`src/hw/pim_pkg.sv`:
```
package pim_pkg;
  // Terminal kinds reported by discovery.
  localparam logic [1:0] KIND_DIG = 2'h0;
  localparam logic [1:0] KIND_ANA = 2'h1;
  localparam logic [1:0] KIND_SPC = 2'h2;
  localparam logic [1:0] KIND_NONE = 2'h3;
  // Analog code limits and full resolution.
  localparam logic [15:0] ANA_POS_FULL = 16'h7fff;
  localparam logic [15:0] ANA_NEG_FULL = 16'h8000;
  localparam logic [15:0] ANA_ZERO = 16'h0000;
  localparam int ANA_BYTES = 2;
  localparam int ANA_FULL_RES = 15;
  localparam int ADDR_START = 0;
  typedef enum logic [2:0] {
    PIM_IDLE,
    PIM_SCAN_BYTE,
    PIM_SCAN_BIT,
    PIM_DONE
  } pim_state_e;
endpackage : pim_pkg

```
`src/hw/pim_mapper.sv`:
```
`timescale 1ns/1ps
`default_nettype none
// Function
// - Discover terminals at power-up, map all channels.
// - Separate input and output mapping groups.
// - Byte channels first ascending, then bit channels.
// - I_TERM_BYTES image bits per digital channel.
// - Separate output bit memory, driven on the next clock.
// - Analog values two-byte signed two's complement.
// - Code zero means channel zero point.
// - Full scale 7FFF and 8000, linear.
// - Unused low resolution bits zero, ignored.
// - Control/status byte mapping chosen by master.
// - Analog and special channels word aligned.
// - Special channels like analog, any width.
// - List built per channel, left to right.
// - Whole image exchanged every transfer.
module pim_mapper #(
  parameter int N_TERM = 64,
  parameter int AW = 10
) (
  input wire logic I_CORE_CLK,
  input wire logic I_RESET,
  input wire logic I_DISCOVER,
  input wire logic I_CSB_MAPPED,
  input wire logic [1:0] I_TERM_KIND,
  input wire logic I_TERM_IS_OUT,
  input wire logic [7:0] I_TERM_BYTES,
  output logic [$clog2(N_TERM)-1:0] O_TERM_SEL,
  output logic O_BUSY,
  output logic O_MAP_VALID,
  output logic O_MAP_WE,
  output logic O_MAP_IS_OUT,
  output logic O_MAP_IS_BIT,
  output logic [AW+2:0] O_MAP_BITADDR,
  output logic [$clog2(N_TERM)-1:0] O_MAP_TERM,
  output logic [AW-1:0] O_IN_SIZE,
  output logic [AW-1:0] O_OUT_SIZE,
  input wire logic I_XFER_START,
  output logic O_XFER_ALL,
  input wire logic [15:0] I_ANA_RAW,
  input wire logic [3:0] I_ANA_RES,
  output logic [15:0] O_ANA_CODE,
  input wire logic I_DOUT_WE,
  input wire logic [7:0] I_DOUT_IDX,
  input wire logic I_DOUT_BIT,
  output logic [255:0] O_DOUT
);
  localparam int TW = $clog2(N_TERM);
  initial begin
    if (N_TERM < 2 || N_TERM > 256 || AW < 4 || AW > 16) begin
      $error("pim_mapper: unsupported parameters");
    end
  end

  typedef struct packed {
    pim_pkg::pim_state_e st;
    logic [TW-1:0] slot;
    logic [AW-1:0] in_ptr;
    logic [AW-1:0] out_ptr;
    logic [AW+2:0] in_bit;
    logic [AW+2:0] out_bit;
    logic valid;
    logic we;
    logic is_out;
    logic is_bit;
    logic [AW+2:0] addr;
    logic [TW-1:0] term;
    logic xfer;
    logic [255:0] dout;
    logic [15:0] ana;
  } pim_s;

  pim_s r;
  pim_s next_r;
  logic [15:0] ana_fmt;
  logic [AW-1:0] span;
  logic [AW-1:0] aligned;

  pim_ana_fmt u_fmt (
    .i_raw(I_ANA_RAW),
    .i_res(I_ANA_RES),
    .o_val(ana_fmt)
  );

  pim_map_mem #(.DEPTH(N_TERM), .WIDTH(AW+3)) u_mem (
    .i_clk(I_CORE_CLK),
    .i_we(r.we),
    .i_waddr(r.term),
    .i_wdata(r.addr),
    .i_raddr(O_TERM_SEL),
    .o_rdata()
  );

  function automatic logic [AW-1:0] word_align(input logic [AW-1:0] a);
    word_align = a + AW'(a[0]);
  endfunction : word_align

  always_comb begin
    next_r = r;
    next_r.we = 1'b0;
    next_r.xfer = 1'b0;
    span = AW'(I_TERM_BYTES);
    aligned = '0;
    if (I_DOUT_WE) begin
      next_r.dout[I_DOUT_IDX] = I_DOUT_BIT;
    end
    next_r.ana = ana_fmt;
    if (I_XFER_START) begin
      next_r.xfer = r.valid;
    end
    case (r.st)
      pim_pkg::PIM_IDLE: begin
        if (I_DISCOVER) begin
          next_r.st = pim_pkg::PIM_SCAN_BYTE;
          next_r.valid = 1'b0;
          next_r.slot = '0;
          next_r.in_ptr = AW'(pim_pkg::ADDR_START);
          next_r.out_ptr = AW'(pim_pkg::ADDR_START);
        end
      end
      pim_pkg::PIM_SCAN_BYTE: begin
        // Byte channels walk first so bit data lands above them.
        if (I_TERM_KIND == pim_pkg::KIND_ANA || I_TERM_KIND == pim_pkg::KIND_SPC) begin
          if (I_TERM_KIND == pim_pkg::KIND_ANA) begin
            span = AW'(pim_pkg::ANA_BYTES) + AW'(I_CSB_MAPPED);
          end
          aligned = word_align(I_TERM_IS_OUT ? r.out_ptr : r.in_ptr);
          next_r.we = 1'b1;
          next_r.is_out = I_TERM_IS_OUT;
          next_r.is_bit = 1'b0;
          next_r.term = r.slot;
          next_r.addr = {aligned, 3'h0};
          if (I_TERM_IS_OUT) begin
            next_r.out_ptr = aligned + span;
          end else begin
            next_r.in_ptr = aligned + span;
          end
        end
        next_r.slot = r.slot + 1'b1;
        if (r.slot == TW'(N_TERM - 1) || I_TERM_KIND == pim_pkg::KIND_NONE) begin
          next_r.st = pim_pkg::PIM_SCAN_BIT;
          next_r.slot = '0;
          // The last slot may have just advanced a pointer, so take the updated one.
          next_r.in_bit = {next_r.in_ptr, 3'h0};
          next_r.out_bit = {next_r.out_ptr, 3'h0};
        end
      end
      pim_pkg::PIM_SCAN_BIT: begin
        if (I_TERM_KIND == pim_pkg::KIND_DIG) begin
          next_r.we = 1'b1;
          next_r.is_out = I_TERM_IS_OUT;
          next_r.is_bit = 1'b1;
          next_r.term = r.slot;
          next_r.addr = I_TERM_IS_OUT ? r.out_bit : r.in_bit;
          if (I_TERM_IS_OUT) begin
            next_r.out_bit = r.out_bit + (AW+3)'(I_TERM_BYTES);
          end else begin
            next_r.in_bit = r.in_bit + (AW+3)'(I_TERM_BYTES);
          end
        end
        next_r.slot = r.slot + 1'b1;
        if (r.slot == TW'(N_TERM - 1) || I_TERM_KIND == pim_pkg::KIND_NONE) begin
          next_r.st = pim_pkg::PIM_DONE;
        end
      end
      pim_pkg::PIM_DONE: begin
        next_r.valid = 1'b1;
        next_r.st = pim_pkg::PIM_IDLE;
      end
      default: begin
        next_r.st = pim_pkg::PIM_IDLE;
      end
    endcase
  end

  always_ff @(posedge I_CORE_CLK) begin
    if (I_RESET) begin
      r <= '0;
      r.st <= pim_pkg::PIM_SCAN_BYTE;
    end else begin
      r <= next_r;
    end
  end

  always_comb begin
    O_TERM_SEL = r.slot;
    O_BUSY = (r.st != pim_pkg::PIM_IDLE);
    O_MAP_VALID = r.valid;
    O_MAP_WE = r.we;
    O_MAP_IS_OUT = r.is_out;
    O_MAP_IS_BIT = r.is_bit;
    O_MAP_BITADDR = r.addr;
    O_MAP_TERM = r.term;
    O_IN_SIZE = r.in_bit[AW+2:3] + AW'(|r.in_bit[2:0]);
    O_OUT_SIZE = r.out_bit[AW+2:3] + AW'(|r.out_bit[2:0]);
    O_XFER_ALL = r.xfer;
    O_ANA_CODE = r.ana;
    O_DOUT = r.dout;
  end

  // Assertions.
  property p_word_al;
    @(posedge I_CORE_CLK) disable iff (I_RESET)
      (O_MAP_WE && !O_MAP_IS_BIT) |-> (O_MAP_BITADDR[3:0] == 4'h0);
  endproperty
  word_align_a: assert property (p_word_al) else $error("byte channel not word aligned");
  dout_now_a: assert property (@(posedge I_CORE_CLK) disable iff (I_RESET)
    I_DOUT_WE |=> O_DOUT[$past(I_DOUT_IDX)] == $past(I_DOUT_BIT))
    else $error("output bit not driven next cycle");
  bit_after_byte_a: assert property (@(posedge I_CORE_CLK) disable iff (I_RESET)
    (O_MAP_WE && O_MAP_IS_BIT) |-> !(r.st == pim_pkg::PIM_SCAN_BYTE))
    else $error("bit channel placed during byte pass");
  res_zero_a: assert property (@(posedge I_CORE_CLK) disable iff (I_RESET)
    (I_ANA_RES == 4'hc) |=> (O_ANA_CODE[2:0] == 3'h0))
    else $error("unused low bits not zero");
  full_scale_a: assert property (@(posedge I_CORE_CLK) disable iff (I_RESET)
    (I_ANA_RAW == pim_pkg::ANA_POS_FULL && I_ANA_RES == 4'hf) |=>
      (O_ANA_CODE == pim_pkg::ANA_POS_FULL))
    else $error("positive full scale altered");
  zero_code_a: assert property (@(posedge I_CORE_CLK) disable iff (I_RESET)
    (I_ANA_RAW == pim_pkg::ANA_ZERO) |=> (O_ANA_CODE == pim_pkg::ANA_ZERO))
    else $error("zero point altered");
  start_zero_a: assert property (@(posedge I_CORE_CLK) disable iff (I_RESET)
    (r.st == pim_pkg::PIM_IDLE && I_DISCOVER) |=> (r.in_ptr == '0 && r.out_ptr == '0))
    else $error("area does not restart at zero");
  slot_step_a: assert property (@(posedge I_CORE_CLK) disable iff (I_RESET)
    (r.st == pim_pkg::PIM_SCAN_BYTE && $past(r.st) == pim_pkg::PIM_SCAN_BYTE &&
      !$past(I_RESET)) |->
      (r.slot == $past(r.slot) + 1'b1))
    else $error("scan not left to right");
  xfer_a: assert property (@(posedge I_CORE_CLK) disable iff (I_RESET)
    (I_XFER_START && O_MAP_VALID) |=> O_XFER_ALL)
    else $error("transfer not granted");
  size_hold_a: assert property (@(posedge I_CORE_CLK) disable iff (I_RESET)
    (r.st == pim_pkg::PIM_IDLE && !I_DISCOVER) |=> $stable(O_IN_SIZE))
    else $error("input area resized without rediscovery");
  scan_done_c: cover property (@(posedge I_CORE_CLK) r.st == pim_pkg::PIM_DONE);
  ana_map_c: cover property (@(posedge I_CORE_CLK) O_MAP_WE && !O_MAP_IS_BIT);
  dig_map_c: cover property (@(posedge I_CORE_CLK) O_MAP_WE && O_MAP_IS_BIT && O_MAP_IS_OUT);
endmodule : pim_mapper
`default_nettype wire

```
`src/hw/pim_map_mem.sv`:
```
`timescale 1ns/1ps
`default_nettype none
module pim_map_mem #(
  parameter int DEPTH = 64,
  parameter int WIDTH = 12
) (
  input wire logic i_clk,
  input wire logic i_we,
  input wire logic [$clog2(DEPTH)-1:0] i_waddr,
  input wire logic [WIDTH-1:0] i_wdata,
  input wire logic [$clog2(DEPTH)-1:0] i_raddr,
  output logic [WIDTH-1:0] o_rdata
);
  // Assignment list storage; read data is registered.
  logic [WIDTH-1:0] mem [DEPTH];
  always_ff @(posedge i_clk) begin
    if (i_we) begin
      mem[i_waddr] <= i_wdata;
    end
    o_rdata <= mem[i_raddr];
  end
endmodule : pim_map_mem
`default_nettype wire

```
`src/hw/pim_ana_fmt.sv`:
```
`timescale 1ns/1ps
`default_nettype none
module pim_ana_fmt (
  input wire logic [15:0] i_raw,
  input wire logic [3:0] i_res,
  output logic [15:0] o_val
);
  // Clears bits below the channel resolution; used only on the I_ANA_RAW to O_ANA_CODE path.
  logic [15:0] mask;
  always_comb begin
    mask = 16'hffff << (4'(pim_pkg::ANA_FULL_RES) - i_res);
    o_val = i_raw & mask;
  end
endmodule : pim_ana_fmt
`default_nettype wire

```
`config.mk`:
```
export PLATFORM = sky130hd
export DESIGN_NAME = pim_mapper
export DESIGN_NICKNAME = d
export VERILOG_FILES = /design/src/hw/pim_pkg.sv /design/src/hw/pim_mapper.sv /design/src/hw/pim_map_mem.sv /design/src/hw/pim_ana_fmt.sv
export SDC_FILE = /design/constraint.sdc
export NUM_CORES = 1
export LEC_CHECK = 0
export ABC_AREA = 1
export BUFFER_PORTS_ARGS = -buffer_cell sky130_fd_sc_hd__buf_2
export CAP_MARGIN = 25
export CORE_MARGIN = 2
export CORE_UTILIZATION = 25
export CTS_CLUSTER_SIZE = 28
export DETAILED_ROUTE_END_ITERATION = 7
export PLACE_DENSITY_LB_ADDON = 0.2
export SYNTH_ARGS = -nofsm -noshare
export SYNTH_HDL_FRONTEND = slang
export SYNTH_HIERARCHICAL = 1
export SYNTH_SLANG_ARGS = --single-unit
export TNS_END_PERCENT = 100
```
`constraint.sdc`:
```
create_clock -name I_CORE_CLK -period 4.1 [get_ports I_CORE_CLK]
set_input_delay 0.205 -clock I_CORE_CLK [delete_from_list [all_inputs] [get_ports I_CORE_CLK]]
set_output_delay 0.205 -clock I_CORE_CLK [all_outputs]
set_load 0.02 [all_outputs]
```
### After elaboration in Yosys (flattened, before gate mapping)

Index checks and enable logic that the tools add are counted.

| cells by class | value |
|---|---|
| magnitude comparators | 2 |
| add/subtract/negate cells | 9 |
| eq/ne operators | 14 |
| bitwise logic cells | 2 |
| reductions and logical operators | 20 |
| shift-type cells | 1 |
| muxes and demuxes | 27 |

Operator list:

| kind | number |
|---|---|
| 256-bit bitwise mux | 1 |
| 26-bit two-way mux | 2 |
| 26-bit case mux with 2 select lines | 1 |
| 10-bit two-way mux | 5 |
| 22-bit two-way mux | 2 |
| 22-bit case mux with 2 select lines | 1 |
| 20-bit case mux with 2 select lines | 1 |
| 13-bit two-way mux | 3 |
| 10-bit by 1-bit adder with 10-bit output | 3 |
| 29-bit two-way mux | 1 |
| 13-bit by 8-bit adder with 13-bit output | 2 |
| 20-bit two-way mux | 1 |
| 6-bit case mux with 3 select lines | 1 |
| 16-bit bitwise AND | 1 |
| 16-bit by 4-bit << shifter with 16-bit output, first input constant | 1 |
| 2-bit != test, second input constant | 7 |
| 10-bit adder | 1 |
| 8-bit by 9-bit less-than comparator with 1-bit output, second input constant | 1 |
| 9-bit two-way mux | 1 |
| 3-bit case mux with 3 select lines | 1 |
| 1-bit demux with 8-bit select | 1 |
| 8-bit by 1-bit >= comparator with 1-bit output, second input constant | 1 |
| 8-bit two-way mux | 1 |
| 4-bit AND reduction | 2 |
| other kinds (22) | 33 |

| word-level totals | value |
|---|---|
| bits of input ports | 46 |
| word-level logic and storage cells | 90 |
| register bits after elaboration | 351 |
| output and inout bits | 323 |

### Logic depth before layout (Yosys ltp)

| depth | value |
|---|---|
| depth after elaboration | 9 |
| mapped depth | 21 |
| depth with buffers taken out | 20 |

### Hierarchy

The synthesis kept the hierarchy.

By module, submodules not included:

| module | sequential area each (um2) | times used | cells an instance | area an instance (um2) |
|---|---|---|---|---|
| pim_mapper | 7006.7 | 1 | 2235 | 17951.0 |
| pim_ana_fmt | 0.0 | 1 | 39 | 183.9 |

### Least setup slack after synthesis

OpenSTA, ideal clock, no wires.

| timing path | value |
|---|---|
| path type | input-to-reg |
| start point | input port I_TERM_IS_OUT |
| end point | register r[304] (netlist name) |
| arrival | 2.373 ns |
| path buffers | 1 |
| required time | 3.966 ns |
| library setup time | 0.134 ns |
| cell stages on the path | 19 |
| setup slack | 1.594 ns |
| cell sequence | buf_6 -> inv_8 -> nand2_1 -> nand2_2 -> ha_1 -> inv_1 -> nor2_4 -> nor2_1 -> inv_1 -> fa_1 -> nor2_1 -> nand3_1 -> nand2_1 -> xor2_1 -> nand2_1 -> o21ai_0 -> o21ai_0 -> nand2_1 -> a21oi_1 |

| on the way | value |
|---|---|
| cells in the longest elaborated chain, start to end | 7 |
| elaborated cells on any way between the ends | 9 |
| those cells by class | add/sub (2); eq/ne (1); mux (5); reduce/logical (1) |

RTL lines:

| what | line | source |
|---|---|---|
| start, declared | pim_mapper.sv:27 | `input wire logic I_TERM_IS_OUT,` |
| 10-bit two-way mux | pim_mapper.sv:128 | `aligned = word_align(I_TERM_IS_OUT ? r.out_ptr : r.in_ptr);` |
| 10-bit by 1-bit adder with 10-bit output | pim_mapper.sv:96 | `word_align = a + AW'(a[0]);` |
| 10-bit adder | pim_mapper.sv:135 | `next_r.out_ptr = aligned + span;` |
| 10-bit two-way mux | pim_mapper.sv:134 | `if (I_TERM_IS_OUT) begin` |
| 20-bit two-way mux | pim_mapper.sv:124 | `if (I_TERM_KIND == pim_pkg::KIND_ANA \|\| I_TERM_KIND == pim_pkg::KIND_SPC) begin` |
| 26-bit two-way mux | pim_mapper.sv:141 | `if (r.slot == TW'(N_TERM - 1) \|\| I_TERM_KIND == pim_pkg::KIND_NONE) begin` |
| 26-bit case mux with 2 select lines | pim_mapper.sv:112 | `case (r.st)` |
| end signal, assigned | pim_mapper.sv:182 | `r <= next_r;` |
| end, declared | pim_mapper.sv:74 | `pim_s r;` |

Several ways; a longest one is shown, not always the timed one. The select of a mux whose other input is x is not followed.
A chain may end at the register's enable or synchronous reset.

### Worst setup path in the final report

| timing path | value |
|---|---|
| start point | register r[297] (netlist name) |
| end point | output port O_OUT_SIZE[9] |

| on the way | value |
|---|---|
| cells in the longest elaborated chain, start to end | 2 |

RTL lines:

| what | line | source |
|---|---|---|
| 3-bit OR reduction | pim_mapper.sv:196 | `O_OUT_SIZE = r.out_bit[AW+2:3] + AW'(\|r.out_bit[2:0]);` |
| 10-bit by 1-bit adder with 10-bit output | pim_mapper.sv:196 |  |
| end, declared | pim_mapper.sv:38 | `output logic [AW-1:0] O_OUT_SIZE,` |

No other way between the ends.

==> flow_metrics.py <==
metrics = {
    "timing": {
        "relSlewSlack_pct": 20.7,
        "setup_viol": 0,
        "rsz0062_at_grt": "false",
        "whs_ns": 0.0483,
        "period_needed_ns": 3.01,
        "drv_slew": 0,
        "max_clock_freq_ghz": 0.332,
        "setup-tns-final_ns": 0,
        "setup_slack_ns": 1.09,
        "skew_ns": 0.0179,
        "hold_viol": 0,
        "tightest_slew_ns": 1.19,
        "finalCritPeriodShare_pct": 73.4,
    },
    "yosys": {
        "ys_warn_count": 6,
        "synth_seq_cells": 350,
        "syn_inst": 2274,
        "synth_most_common_cell": "dfxtp_1",
        "yosysTopAreaCell": "dfxtp_1",
        "ys_types": 52,
        "yosys-top-cells-count": "dfxtp_1, a21oi_1, buf_4, nand2_1, a311oi_1",
        "synth_top_area_share_pct": 38.6,
        "yosysSeqAreaShare_pct": 38.6,
        "postSynthNetCount": 2360,
        "avgSynthCellArea_um2": 7.97,
        "synth-edff-count": 0,
        "synth_area_um2": 18100,
        "yosys-top-cells-area": "dfxtp_1, buf_4, a311oi_1",
        "async_reset_ff_share_pct": 0,
        "ys.flop_type": "dfxtp_1",
    },
    "outcome": {
        "status": "finished, final reports clean",
    },
    "worst_setup_path": {
        "cpMostUsedCell": "nand2_1",
        "crit_path_end_kind": "primary output",
        "path_cells": "nor2_1 -> nand2_1 -> ha_1 -> nand2_1 -> nor4_1 -> nand2_1 -> xor2_1 -> buf_2",
        "max_stage_delay_ns": 0.61,
        "critPathBufInv": 1,
        "critical_path.top_delay_family": "simple AND/OR/NAND/NOR gates",
        "path_max_fanout": 5,
        "setup.worst_path.start_class": "register",
        "worstPathRequired_ns": 3.89,
        "critPathArrivalTime_ns": 2.80,
        "crit_type": "reg -> out",
        "critPathSlowestCell": "nor4_1",
    },
    "floorplan": {
        "die_y_um": 273,
        "core_um2": 71600,
        "dieWidth_um": 273,
        "start_util_pct": 25.3,
        "rows": 98,
        "ioPinCount": 369,
        "die_area_um2": 74700,
    },
    "clock_tree": {
        "cts_buffers": 44,
        "clk_path_buf_depth": 3,
        "clkLatencyLatePin_ns": 0.59,
        "ctsResizeCount": 0,
        "htree_levels": 2,
        "cts.sinks": 350,
        "cts_tree": "built",
        "cts.reportedPaths.clkPinSlew_ns": 0.06,
        "root_buffer": "clkbuf_16",
    },
    "global_route": {
        "grt_max_degree": 218,
        "grt_pass1_vias": 14806,
        "antenna_found_initial": 4,
        "grt_pass1_wl_mm": 96.4,
        "grt_overflow_total": 0,
        "grt_use_total_pct": 16.9,
    },
    "layout": {
        "finalNetCount": 2371,
        "fin_area_um2": 20600,
        "n_fill_cell": 7819,
        "drive_above_1_share_pct": 24.2,
        "multi_input_area_um2": 7680,
        "area_growth_syn_to_layout_pct": 13.8,
        "final-seq-area_um2": 7010,
    },
    "pwr": {
        "ir_drop_mv": 0.253,
        "leakage_nw": 8.75,
        "totalPowerFinal_mw": 9.26,
        "power_density_nw_per_um2": 449,
    },
    "min_path": {
        "hp-class": "in -> reg",
    },
    "placed_design": {
        "postPlaceCellArea_um2": 18700,
        "gp_congestion": 0.878,
        "portBuffers": 368,
        "dp_hpwl_mm": 45.6,
        "pre_cts_ws_ns": 0.841,
    },
    "drt": {
        "post_drt_wl_per_cell_um": 20.2,
        "vias": 15931,
        "routed_via_density": 4.87,
        "wl_mm": 66.1,
        "dr.pass1.iters": 5,
        "drtIter0Drc": 1167,
        "post-route-drc-count": 0,
        "route.antenna.remaining_nets": 0,
    },
    "job": {
        "max-cap-violations": 0,
    },
}
-- where the power goes --
part           internal [mW]  switching, mW
Combinational          0.466           1.10
Clock                   2.44           1.62
Sequential              3.51          0.124
Total                   6.41           2.85
-- worst min-delay path, cell delays in order --
cell and delay, ns:
buf_2 0.14, inv_1 0.08, a21oi_1 0.08, inv_1 0.05
nor2_1 0.03
-- final timing paths --
path | from | endpoint | slack, ns | cells after the start
min reg2reg | O_MAP_TERM[0] | O_MAP_TERM[0] | 0.46 | 2
max | r[297] | O_OUT_SIZE[9] | 1.09 | 8
min | I_ANA_RES[2] | O_ANA_CODE[4] | 0.05 | 5
max reg2reg | r[323] | r[304] | 1.13 | 17
-- layout by cell type (no fill, tap or decap), drive strengths merged, types with 25 or more instances in the layout --
master       Yosys  layout
a21oi          348     348
a311oi         252     252
buf            310     416
clkbuf         173      64
dfxtp          350     350
dlygate4sd3      0      32
ha              37      37
inv            152     154
nand2          295     295
nand3           73      73
nor2           124     124
o21ai           64      64
xor2            25      25
-- flip-flops by register name (all words and copies together) (netlist names) --
signal / cells
O_DOUT: 256
r: 48
O_ANA_CODE: 16
O_MAP_BITADDR: 13
O_MAP_TERM: 6
O_TERM_SEL: 6
O_MAP_IS_BIT: 1
O_MAP_IS_OUT: 1
O_MAP_VALID: 1
O_MAP_WE: 1
O_XFER_ALL: 1
-- kinds of logic (layout without fill, tap and decap cells) --
group,Yosys count,count (layout),share of synthesized area [%]
XOR/XNOR,29,29,1.40
AND/OR/NAND/NOR,522,522,12.4
AO/OA/AOI/OAI,696,696,25.0
multiplexers,1,1,0.0552
other,0,4,0
flip-flops,350,350,38.6
buffers and inverters,636,682,19.6
adder cells (fa/ha/maj),40,40,2.88
-- area by class of cell --
class / instances / area share [%]
Timing Repair Buffer: 448 / 12.8
Clock inverter: 17 / 1.21
Inverter: 153 / 2.86
Sequential cell: 350 / 34.0
Multi-Input combinational cell: 1288 / 37.2
Tap cell: 950 / 5.76
Antenna cell: 4 / 0.0485
Clock buffer: 64 / 6.18
-- layer usage --
layer	global-route usage (%)	vias to the layer above	part of all wire (%)	routed length, µm
met5	0	-	0	0
met3	5.60	122	8.6	5670
met1	21.2	7550	43	28100
met2	26.7	560	45	30000
met4	6.51	0	3.5	2310
li1	-	7699	-	-
-- through the flow --
stage                     utilization (%)  cells
after global routing                 28.8   3273
after CTS                            28.7   3268
final                                28.8   3274
after global placement               26.0   3149
after floorplan                         -   2274
after detailed placement             26.2   3155
-- timing repair --
action	CTS	global route
hold buffers	32	0
endpoints found under the hold margin	25	0
setup buffers	0	0
No activity file was read; power rests on OpenSTA's default activity.
